===== config.mk =====
export PLATFORM = sky130hd
export DESIGN_NAME = monitor_status_config_regs
export DESIGN_NICKNAME = d
export VERILOG_FILES = /design/src/pkg/monitor_regs_pkg.sv /design/src/pkg/monitor_ctrl_if.sv /design/src/rtl/fan_duty_gate.sv /design/src/rtl/tach_edge_detect.sv /design/src/rtl/monitor_status_config_regs.sv
export SDC_FILE = /design/constraint.sdc
export NUM_CORES = 1
export LEC_CHECK = 0
export ABC_CLOCK_PERIOD_IN_PS = 2200
export BUFFER_PORTS_ARGS = -buffer_cell sky130_fd_sc_hd__buf_2
export CORE_ASPECT_RATIO = 1.75
export CORE_MARGIN = 2
export CORE_UTILIZATION = 45
export CTS_CLUSTER_SIZE = 24
export DETAILED_ROUTE_END_ITERATION = 10
export HOLD_SLACK_MARGIN = 0.1
export PLACE_DENSITY = 0.72
export SLEW_MARGIN = 30
export SYNTH_ARGS = -nofsm -noshare
export SYNTH_HDL_FRONTEND = slang
export SYNTH_HIERARCHICAL = 1
export SYNTH_SLANG_ARGS = --single-unit

===== constraint.sdc =====
create_clock -name clk_in -period 2.2 [get_ports clk_in]
set_input_delay 0.11 -clock clk_in [delete_from_list [all_inputs] [get_ports clk_in]]
set_output_delay 0.11 -clock clk_in [all_outputs]
set_load 0.02 [all_outputs]

===== src/pkg/monitor_regs_pkg.sv =====
// shared constants for the monitor status and configuration registers
package monitor_regs_pkg;

  // register byte offsets
  localparam logic [7:0] STATUS_CONTROL_ADDR = 8'he2;
  localparam logic [7:0] CONFIGURATION_ADDR  = 8'he3;

  // manager-side error status window, read clear and write-one clear apply here
  localparam logic [7:0] MANAGER_STATUS_FIRST = 8'h51;
  localparam logic [7:0] MANAGER_STATUS_LAST  = 8'h57;

  // reset values
  localparam logic [7:0] STATUS_CONTROL_RESET = 8'h00;
  localparam logic [7:0] CONFIGURATION_RESET  = 8'h00;

  // status/control field positions
  localparam int STAT_PWM_OVERRIDE_BIT  = 0;
  localparam int STAT_CLEAR_ON_READ_BIT = 1;
  localparam int STAT_INPUT4_AM_BIT     = 2;
  localparam int STAT_INPUT5_AM_BIT     = 3;
  localparam int STAT_TACH_EDGE_LSB     = 4;
  localparam int STAT_HOST_SUMMARY_BIT  = 6;
  localparam int STAT_MGR_SUMMARY_BIT   = 7;

  // configuration field positions
  localparam int CFG_START_BIT      = 0;
  localparam int CFG_LOCK_BIT       = 1;
  localparam int CFG_GLOBAL_MASK    = 2;
  localparam int CFG_ALERT_EN_BIT   = 3;
  localparam int CFG_THROTTLE_TIE   = 4;
  localparam int CFG_ALERT_COMP_BIT = 5;
  localparam int CFG_RESERVED_BIT   = 6;
  localparam int CFG_READY_BIT      = 7;

  // tachometer edge selection codes
  localparam logic [1:0] EDGE_EITHER  = 2'h0;
  localparam logic [1:0] EDGE_RISING  = 2'h1;
  localparam logic [1:0] EDGE_FALLING = 2'h2;
  localparam logic [1:0] EDGE_RESVD   = 2'h3;

  // duty cycle extremes
  localparam logic [7:0] DUTY_FULL = 8'hff;
  localparam logic [7:0] DUTY_OFF  = 8'h00;

  // channel counts
  localparam int PWM_COUNT  = 2;
  localparam int TACH_COUNT = 4;

endpackage


===== src/pkg/monitor_ctrl_if.sv =====
`timescale 1ns/1ps
`default_nettype none
// control lines from the register bank to the fan and tach helpers
interface monitor_ctrl_if;
  logic       start;
  logic       pwm_override;
  logic [1:0] tach_edge;

  modport bank
  (
    output start,
    output pwm_override,
    output tach_edge
  );
  modport user
  (
    input start,
    input pwm_override,
    input tach_edge
  );
endinterface
`default_nettype wire


===== src/rtl/fan_duty_gate.sv =====
`timescale 1ns/1ps
`default_nettype none
// final duty stage between the fan algorithm and the pwm engines
module fan_duty_gate
(
  input  wire logic        clk_in,
  input  wire logic        arst_n_in,
  monitor_ctrl_if.user     ctrl,
  input  wire logic [15:0] duty_request_in,
  output logic      [15:0] duty_out
);

  typedef struct packed {
    logic [15:0] duty;
  } state_type;

  state_type state;
  state_type next_state;

  // override forces full duty, otherwise basic mode forces off
  always_comb
  begin
    next_state = state;
    for (int i = 0; i < monitor_regs_pkg::PWM_COUNT; i++)
    begin
      if (ctrl.pwm_override)
        next_state.duty[i*8 +: 8] = monitor_regs_pkg::DUTY_FULL;
      else if (!ctrl.start)
        next_state.duty[i*8 +: 8] = monitor_regs_pkg::DUTY_OFF;
      else
        next_state.duty[i*8 +: 8] = duty_request_in[i*8 +: 8];
    end
  end

  always_ff @(posedge clk_in or negedge arst_n_in)
  begin
    if (!arst_n_in)
      state <= '0;
    else
      state <= next_state;
  end

  assign duty_out = state.duty;

endmodule
`default_nettype wire


===== src/rtl/tach_edge_detect.sv =====
`timescale 1ns/1ps
`default_nettype none
// turns tach levels into one-cycle count pulses per selected edge
module tach_edge_detect
(
  input  wire logic       clk_in,
  input  wire logic       arst_n_in,
  monitor_ctrl_if.user    ctrl,
  input  wire logic [3:0] tach_in,
  output logic      [3:0] tach_pulse_out
);

  typedef struct packed {
    logic [3:0] last;
    logic [3:0] pulse;
    logic       primed;
  } state_type;

  state_type state;
  state_type next_state;
  logic [3:0] rise;
  logic [3:0] fall;

  // per-input edge classification
  genvar g;
  generate
    for (g = 0; g < monitor_regs_pkg::TACH_COUNT; g++)
    begin : g_tach
      assign rise[g] = tach_in[g] & ~state.last[g];
      assign fall[g] = ~tach_in[g] & state.last[g];
    end
  endgenerate

  // pick the edges to count
  always_comb
  begin
    next_state = state;
    next_state.last = tach_in;
    unique case (ctrl.tach_edge)
      monitor_regs_pkg::EDGE_RISING:  next_state.pulse = rise;
      monitor_regs_pkg::EDGE_FALLING: next_state.pulse = fall;
      monitor_regs_pkg::EDGE_RESVD:   next_state.pulse = rise | fall;
      monitor_regs_pkg::EDGE_EITHER:  next_state.pulse = rise | fall;
    endcase
    // no false edge from the reset value of last
    next_state.primed = 1'b1;
    if (!state.primed)
      next_state.pulse = '0;
  end

  always_ff @(posedge clk_in or negedge arst_n_in)
  begin
    if (!arst_n_in)
      state <= '0;
    else
      state <= next_state;
  end

  assign tach_pulse_out = state.pulse;

endmodule
`default_nettype wire


===== src/rtl/monitor_status_config_regs.sv =====
`timescale 1ns/1ps
`default_nettype none
module monitor_status_config_regs
(
  input  wire logic        clk_in,
  input  wire logic        arst_n_in,
  // byte register port from the serial engine
  input  wire logic [7:0]  reg_addr_in,
  input  wire logic        reg_write_in,
  input  wire logic        reg_read_in,
  input  wire logic [7:0]  reg_wdata_in,
  output logic      [7:0]  reg_rdata_out,
  // state of the error status bank
  input  wire logic        host_status_any_in,
  input  wire logic        manager_status_any_in,
  input  wire logic        host_input4_fault_flag_in,
  input  wire logic        manager_input4_fault_flag_in,
  input  wire logic        host_input5_fault_flag_in,
  input  wire logic        manager_input5_fault_flag_in,
  input  wire logic        general_input_4_event_in,
  input  wire logic        general_input_5_event_in,
  input  wire logic        data_ready_in,
  // commands to the error status bank
  output logic             manager_read_clear_out,
  output logic             manager_write_clear_out,
  output logic      [7:0]  manager_clear_bits_out,
  output logic      [7:0]  manager_clear_addr_out,
  output logic             manager_record_enable_out,
  output logic             host_record_enable_out,
  output logic             other_events_enable_out,
  // fan and tach paths
  input  wire logic [15:0] duty_request_in,
  output logic      [15:0] duty_out,
  input  wire logic [3:0]  tach_in,
  output logic      [3:0]  tach_pulse_out,
  output logic             fan_auto_enable_out,
  // miscellaneous controls
  output logic             throttle_pin_tie_out,
  output logic             alert_comparator_mode_out,
  output logic             alert_out
);

  typedef struct packed {
    logic       pwm_full_override;
    logic       clear_on_read_mode;
    logic       input4_auto_mask;
    logic       input5_auto_mask;
    logic [1:0] tach_edge;
    logic       start;
    logic       lock;
    logic       global_event_mask;
    logic       alert_enable;
    logic       throttle_pin_tie;
    logic       alert_comp_mode;
    logic       reserved_cfg;
    logic       mgr_hold4;
    logic       host_hold4;
    logic       mgr_hold5;
    logic       host_hold5;
    logic       mgr_flag4_last;
    logic       host_flag4_last;
    logic       mgr_flag5_last;
    logic       host_flag5_last;
    logic [7:0] rdata;
    logic       rd_clear;
    logic       wr_clear;
    logic [7:0] clear_bits;
    logic [7:0] clear_addr;
    logic       alert;
  } state_type;

  state_type state;
  state_type next_state;

  logic [7:0] status_view;
  logic [7:0] config_view;
  logic       in_mgr_window;
  logic       hit_status;
  logic       hit_config;
  logic       events_live;
  logic       mgr_held;
  logic       host_held;

  monitor_ctrl_if ctrl ();

  always_comb
  begin
    status_view = '0;
    status_view[monitor_regs_pkg::STAT_PWM_OVERRIDE_BIT]  = state.pwm_full_override;
    status_view[monitor_regs_pkg::STAT_CLEAR_ON_READ_BIT] = state.clear_on_read_mode;
    status_view[monitor_regs_pkg::STAT_INPUT4_AM_BIT]     = state.input4_auto_mask;
    status_view[monitor_regs_pkg::STAT_INPUT5_AM_BIT]     = state.input5_auto_mask;
    status_view[monitor_regs_pkg::STAT_TACH_EDGE_LSB +: 2] = state.tach_edge;
    status_view[monitor_regs_pkg::STAT_HOST_SUMMARY_BIT]  = host_status_any_in;
    status_view[monitor_regs_pkg::STAT_MGR_SUMMARY_BIT]   = manager_status_any_in;
  end

  always_comb
  begin
    config_view = '0;
    config_view[monitor_regs_pkg::CFG_START_BIT]      = state.start;
    config_view[monitor_regs_pkg::CFG_LOCK_BIT]       = state.lock;
    config_view[monitor_regs_pkg::CFG_GLOBAL_MASK]    = state.global_event_mask;
    config_view[monitor_regs_pkg::CFG_ALERT_EN_BIT]   = state.alert_enable;
    config_view[monitor_regs_pkg::CFG_THROTTLE_TIE]   = state.throttle_pin_tie;
    config_view[monitor_regs_pkg::CFG_ALERT_COMP_BIT] = state.alert_comp_mode;
    config_view[monitor_regs_pkg::CFG_RESERVED_BIT]   = state.reserved_cfg;
    config_view[monitor_regs_pkg::CFG_READY_BIT]      = data_ready_in;
  end

  // address decode
  assign hit_status    = (reg_addr_in == monitor_regs_pkg::STATUS_CONTROL_ADDR);
  assign hit_config    = (reg_addr_in == monitor_regs_pkg::CONFIGURATION_ADDR);
  assign in_mgr_window = (reg_addr_in >= monitor_regs_pkg::MANAGER_STATUS_FIRST)
                       && (reg_addr_in <= monitor_regs_pkg::MANAGER_STATUS_LAST);

  assign events_live = state.start & ~state.global_event_mask;
  assign mgr_held    = state.mgr_hold4 | state.mgr_hold5;
  assign host_held   = state.host_hold4 | state.host_hold5;

  // register writes, reads, auto-mask tracking and alert
  always_comb
  begin
    next_state = state;
    next_state.rd_clear = 1'b0;
    next_state.wr_clear = 1'b0;

    // status/control write
    if (reg_write_in && hit_status)
    begin
      next_state.pwm_full_override = reg_wdata_in[monitor_regs_pkg::STAT_PWM_OVERRIDE_BIT];
      if (!state.lock)
        next_state.clear_on_read_mode = reg_wdata_in[monitor_regs_pkg::STAT_CLEAR_ON_READ_BIT];
      next_state.input4_auto_mask = reg_wdata_in[monitor_regs_pkg::STAT_INPUT4_AM_BIT];
      next_state.input5_auto_mask = reg_wdata_in[monitor_regs_pkg::STAT_INPUT5_AM_BIT];
      next_state.tach_edge = reg_wdata_in[monitor_regs_pkg::STAT_TACH_EDGE_LSB +: 2];
    end

    // configuration write
    if (reg_write_in && hit_config)
    begin
      if (!state.lock)
      begin
        next_state.start = reg_wdata_in[monitor_regs_pkg::CFG_START_BIT];
        next_state.lock  = reg_wdata_in[monitor_regs_pkg::CFG_LOCK_BIT];
      end
      next_state.global_event_mask = reg_wdata_in[monitor_regs_pkg::CFG_GLOBAL_MASK];
      next_state.alert_enable      = reg_wdata_in[monitor_regs_pkg::CFG_ALERT_EN_BIT];
      next_state.throttle_pin_tie  = reg_wdata_in[monitor_regs_pkg::CFG_THROTTLE_TIE];
      next_state.alert_comp_mode   = reg_wdata_in[monitor_regs_pkg::CFG_ALERT_COMP_BIT];
      next_state.reserved_cfg      = reg_wdata_in[monitor_regs_pkg::CFG_RESERVED_BIT];
    end

    // read data, captured one cycle after the strobe
    if (reg_read_in)
    begin
      if (hit_status)
        next_state.rdata = status_view;
      else if (hit_config)
        next_state.rdata = config_view;
      else
        next_state.rdata = 8'h00;
    end

    if (reg_read_in && in_mgr_window && state.clear_on_read_mode)
    begin
      next_state.rd_clear   = 1'b1;
      next_state.clear_addr = reg_addr_in;
      next_state.clear_bits = 8'hff;
    end

    if (reg_write_in && in_mgr_window && !state.clear_on_read_mode)
    begin
      next_state.wr_clear   = 1'b1;
      next_state.clear_addr = reg_addr_in;
      next_state.clear_bits = reg_wdata_in;
    end

    // flag history for clear detection
    next_state.mgr_flag4_last  = manager_input4_fault_flag_in;
    next_state.host_flag4_last = host_input4_fault_flag_in;
    next_state.mgr_flag5_last  = manager_input5_fault_flag_in;
    next_state.host_flag5_last = host_input5_fault_flag_in;

    if (state.mgr_flag4_last && !manager_input4_fault_flag_in)
      next_state.mgr_hold4 = 1'b0;
    if (state.host_flag4_last && !host_input4_fault_flag_in)
      next_state.host_hold4 = 1'b0;
    if (state.mgr_flag5_last && !manager_input5_fault_flag_in)
      next_state.mgr_hold5 = 1'b0;
    if (state.host_flag5_last && !host_input5_fault_flag_in)
      next_state.host_hold5 = 1'b0;

    // input 4 and input 5 triggers
    // a trigger in the same cycle as a release wins
    if (state.input4_auto_mask && general_input_4_event_in && events_live)
    begin
      next_state.mgr_hold4  = 1'b1;
      next_state.host_hold4 = 1'b1;
    end
    if (state.input5_auto_mask && general_input_5_event_in && events_live)
    begin
      next_state.mgr_hold5  = 1'b1;
      next_state.host_hold5 = 1'b1;
    end

    next_state.alert = state.alert_enable & manager_status_any_in;
  end

  always_ff @(posedge clk_in or negedge arst_n_in)
  begin
    if (!arst_n_in)
    begin
      state <= '0;
      state.pwm_full_override <= monitor_regs_pkg::STATUS_CONTROL_RESET[0];
      state.start             <= monitor_regs_pkg::CONFIGURATION_RESET[0];
    end
    else
      state <= next_state;
  end

  // control lines to the helpers
  assign ctrl.start        = state.start;
  assign ctrl.pwm_override = state.pwm_full_override;
  assign ctrl.tach_edge    = state.tach_edge;

  // final duty stage
  fan_duty_gate u_duty
  (
    .clk_in          (clk_in),
    .arst_n_in       (arst_n_in),
    .ctrl            (ctrl),
    .duty_request_in (duty_request_in),
    .duty_out        (duty_out)
  );

  // tach edge pulses
  tach_edge_detect u_tach
  (
    .clk_in         (clk_in),
    .arst_n_in      (arst_n_in),
    .ctrl           (ctrl),
    .tach_in        (tach_in),
    .tach_pulse_out (tach_pulse_out)
  );

  // register-driven outputs
  assign reg_rdata_out           = state.rdata;
  assign manager_read_clear_out  = state.rd_clear;
  assign manager_write_clear_out = state.wr_clear;
  assign manager_clear_bits_out  = state.clear_bits;
  assign manager_clear_addr_out  = state.clear_addr;
  assign alert_out               = state.alert;
  assign throttle_pin_tie_out    = state.throttle_pin_tie;
  assign alert_comparator_mode_out = state.alert_comp_mode;
  assign fan_auto_enable_out     = state.start;

  // event enables towards the status bank
  // manager and host record holds, other events held by either
  assign manager_record_enable_out = events_live & ~mgr_held;
  assign host_record_enable_out    = events_live & ~host_held;
  assign other_events_enable_out   = events_live & ~mgr_held & ~host_held;

endmodule
`default_nettype wire


==> run summary <==
Status - complete, no violations
Placed insts - 414
Area leader, netlist - dfrtp_1
First-pass GRT wire length - 10900 um
Top delay family on crit path - buffers and inverters
Post-route antenna net violation count - 0
Port bufs - 101
CP max FO - 8
Fin Clk Skew - 0.00564 ns
Diode count - 0
CORE AREA - 0.00713 sq mm
Routability cong. - 0.797
FFs w/ async S/R, synth - 100%
Largest net degree at the start of global routing - 74
Crit-path cells - dlygate4sd3_1 > buf_2 > and4b_1 > nand3_1 > o41ai_1 > dlygate4sd3_1
Latest clock arrival within the worst-skew pair - 0.33 ns
Reg clk slew, reported paths - 0.05 ns
Syn. warnings - 6
CP max stage cell - dlygate4sd3_1
Nets@finish - 438
Non-filler instance count after layout - 469
WP buf/inv - 3
Hold Slack - 0.122 ns
Most frequent cell after synthesis - dfrtp_1
CTS tree - done
Post-synthesis sequential area ratio - 55.9%
H-tree lvl count - 3
Endpoints failing hold - 0
Yosys cell types - 39
# Post-CTS Setup Buffers - 0
Most common flop cell mapped by yosys - dfrtp_1
Final Critical Period - 1.95 ns
Seq cells post-synth - 73
Post-synth EDFFs - 0
Pwr Density - 822 mW/mm^2
Pre-Repair DR Iteration Count - 4
Die Width - 68.4 um
Syn nets - 318
Startpoint Class - input port
Relative slew slack - 57.5%
Vias in the first global route - 2309
Grt ovf - 0
Die H - 117 um
Final setup fails - 0
Fmax - 0.513 GHz
Crit path capture type - flip-flop
Layout cells sized above 1 - 38.9%
Die Area - 0.00799 sq mm
Pre-CTS setup slack - 0.444 ns
Dominant cells by area after synthesis - dfrtp_1 (56%), buf_4 (6.4%), mux2_2 (4.8%), ha_1 (3.8%), a21o_1 (2.8%)
Post_cts resized - 0
Crit-path max cell delay - 0.58 ns
Setup WS post-layout - 0.251 ns
Row count - 41
Final slew viol count - 0
Post-Route Setup TNS - 0 ns
Req. time, crit path - 2.47 ns
Num Clock Sinks - 73
Root Driver - clkbuf_16
Vias per inst - 4.99
GRT Total Usage - 18.6%
Share of the synthesized area in the top cell type - 55.9%
Clk buf depth - 2
CTS buffer count - 9
Post-Syn Area - 0.00327 sq mm
DPL Wire Length - 4770 um
Crit Path Category - input port to flip-flop
Syn Area/Cell - 12.6 sq um
Leakage - 2.38 nW
Tcrit/Tclk final - 88.6%
Avg WL per Cell - 14.5 um
CP dominant cell by count - dlygate4sd3_1
Worst Max-Slew Pin Slew - 0.638 ns
Mapped Cells - 259
Overall power - 3.59 mW
I/O pins - 102
Routed Wire Length - 6800 um
Via count - 2341
Initial core utilization - 45.9%
RSZ-0062 raised after global routing - false
Iter 0 DRT Violations - 100
Worst EP arrival - 2.22 ns
Initial antenna violation count - 0
Max-Cap Viols - 0
Peak VDD IR - 0.000564 V
Residual DRC - 0
Commonest cells in the synthesized netlist - dfrtp_1 (73), buf_4 (28), inv_1 (22), mux2_2 (14), a21o_1 (12)
Hold WC Path Type - input port to flip-flop
Area grow syn2layout - 33.6%
[worst paths after layout]
| path | start | to | slack [ns] | cells after the start |
|---|---|---|---|---|
| setup / recovery | reg_addr_in[1] | reg_rdata_out[1]$_DFFE_PN0P_ | 0.25 | 6 |
| hold / removal | host_status_any_in | reg_rdata_out[6]$_DFFE_PN0P_ | 0.12 | 3 |
| setup reg to reg | state[46]$_DFFE_PN0P_ | manager_clear_addr_out[2]$_DFFE_PN0P_ | 0.71 | 4 |
| hold reg to reg | manager_clear_addr_out[6]$_DFFE_PN0P_ | manager_clear_addr_out[6]$_DFFE_PN0P_ | 0.46 | 1 |
| max in group asynchronous | arst_n_in | u_duty/duty_out[7]$_DFF_PN0_ | 1.41 | 2 |
| min in group asynchronous | arst_n_in | manager_clear_addr_out[2]$_DFFE_PN0P_ | 0.35 | 2 |
[where the power goes]
group          switching, mW  internal [mW]
Combinational          0.274          0.228
Clock                  0.510           1.08
Sequential            0.0537           1.45
[logic make-up (layout without fill, tap and decap cells)]
logic type	after synthesis	count (layout)	share of synthesized area, %
compound gates	50	50	11.7
fa+ha+maj	10	10	3.83
buf+inv	57	181	10.9
flops	73	73	55.9
mux	16	16	5.43
other cells	1	1	0.115
simple gates	52	52	12.1
[sequential cells by signal (all words and copies together), names as in the netlist]
name                       count
config_view                    4
fan_auto_enable_out            1
manager_write_clear_out        1
manager_clear_bits_out         8
u_tach/state                   5
alert_out                      1
manager_clear_addr_out         8
alert_comparator_mode_out      1
ctrl.tach_edge                 2
manager_read_clear_out         1
state                         11
u_tach/tach_pulse_out          4
u_duty/duty_out               16
ctrl.pwm_override              1
reg_rdata_out                  8
throttle_pin_tie_out           1
[placed cells by master, fill, tap and decap left out, types with 2 or more instances in the layout]
| master | instances |
|---|---|
| a21o_1 | 12 |
| a21o_2 | 5 |
| a22oi_1 | 7 |
| and2_1 | 2 |
| and2_2 | 2 |
| buf_2 | 100 |
| buf_4 | 3 |
| bufinv_16 | 2 |
| clkbuf_16 | 9 |
| clkbuf_8 | 3 |
| dfrtp_1 | 73 |
| dlygate4sd3_1 | 40 |
| ha_1 | 10 |
| inv_1 | 22 |
| mux2_2 | 14 |
| mux2i_1 | 2 |
| nand2_1 | 7 |
| nand2b_1 | 8 |
| nand3_1 | 3 |
| nand4b_1 | 2 |
| nor2b_1 | 8 |
| nor3_1 | 4 |
| nor3b_4 | 2 |
| o21ai_0 | 5 |
| o22a_1 | 8 |
| o22ai_1 | 7 |
| o311a_1 | 4 |
| o41ai_1 | 2 |
| or2_2 | 3 |
[routing by layer]
layer | global-route usage, % | vias up | wire length (um)
met1 | 22.4 | 1162 | 2610
met4 | 8.80 | 0 | 134
met2 | 30.6 | 67 | 3730
met3 | 4.68 | 9 | 326
met5 | 0 | - | 0
li1 | - | 1103 | -
[timing repair]
action                                 CTS  global route
hold buffers                            40             0
setup endpoints to repair                0             0
endpoints found under the hold margin  126             0
[worst register-to-register path: cells and delay by family (launching register included)]
family        cells  cell delay, ns
simple gates      1            0.15
buf+inv           1            0.24
flops             1            0.43
mux               2            0.56
[layout make-up]
type	count	area (sq um)
repair buffers	144	935
inverters	22	82.6
clock buffers	13	270
multi-input cells	129	1090
well taps	86	108
clock inverters	2	60.1
fillers	570	2760
flip-flops and latches	73	1830
[metrics by stage]
| step | instance area (sq um) | util (%) |
|---|---|---|
| after global placement | 3630 | 51.0 |
| after CTS | 4360 | 61.2 |
| after global routing | 4370 | 61.3 |
| final | 4370 | 61.3 |
| after floorplan | 3270 | - |
| after detailed placement | 3630 | 51.0 |
(Power assumes the default switching activity.)
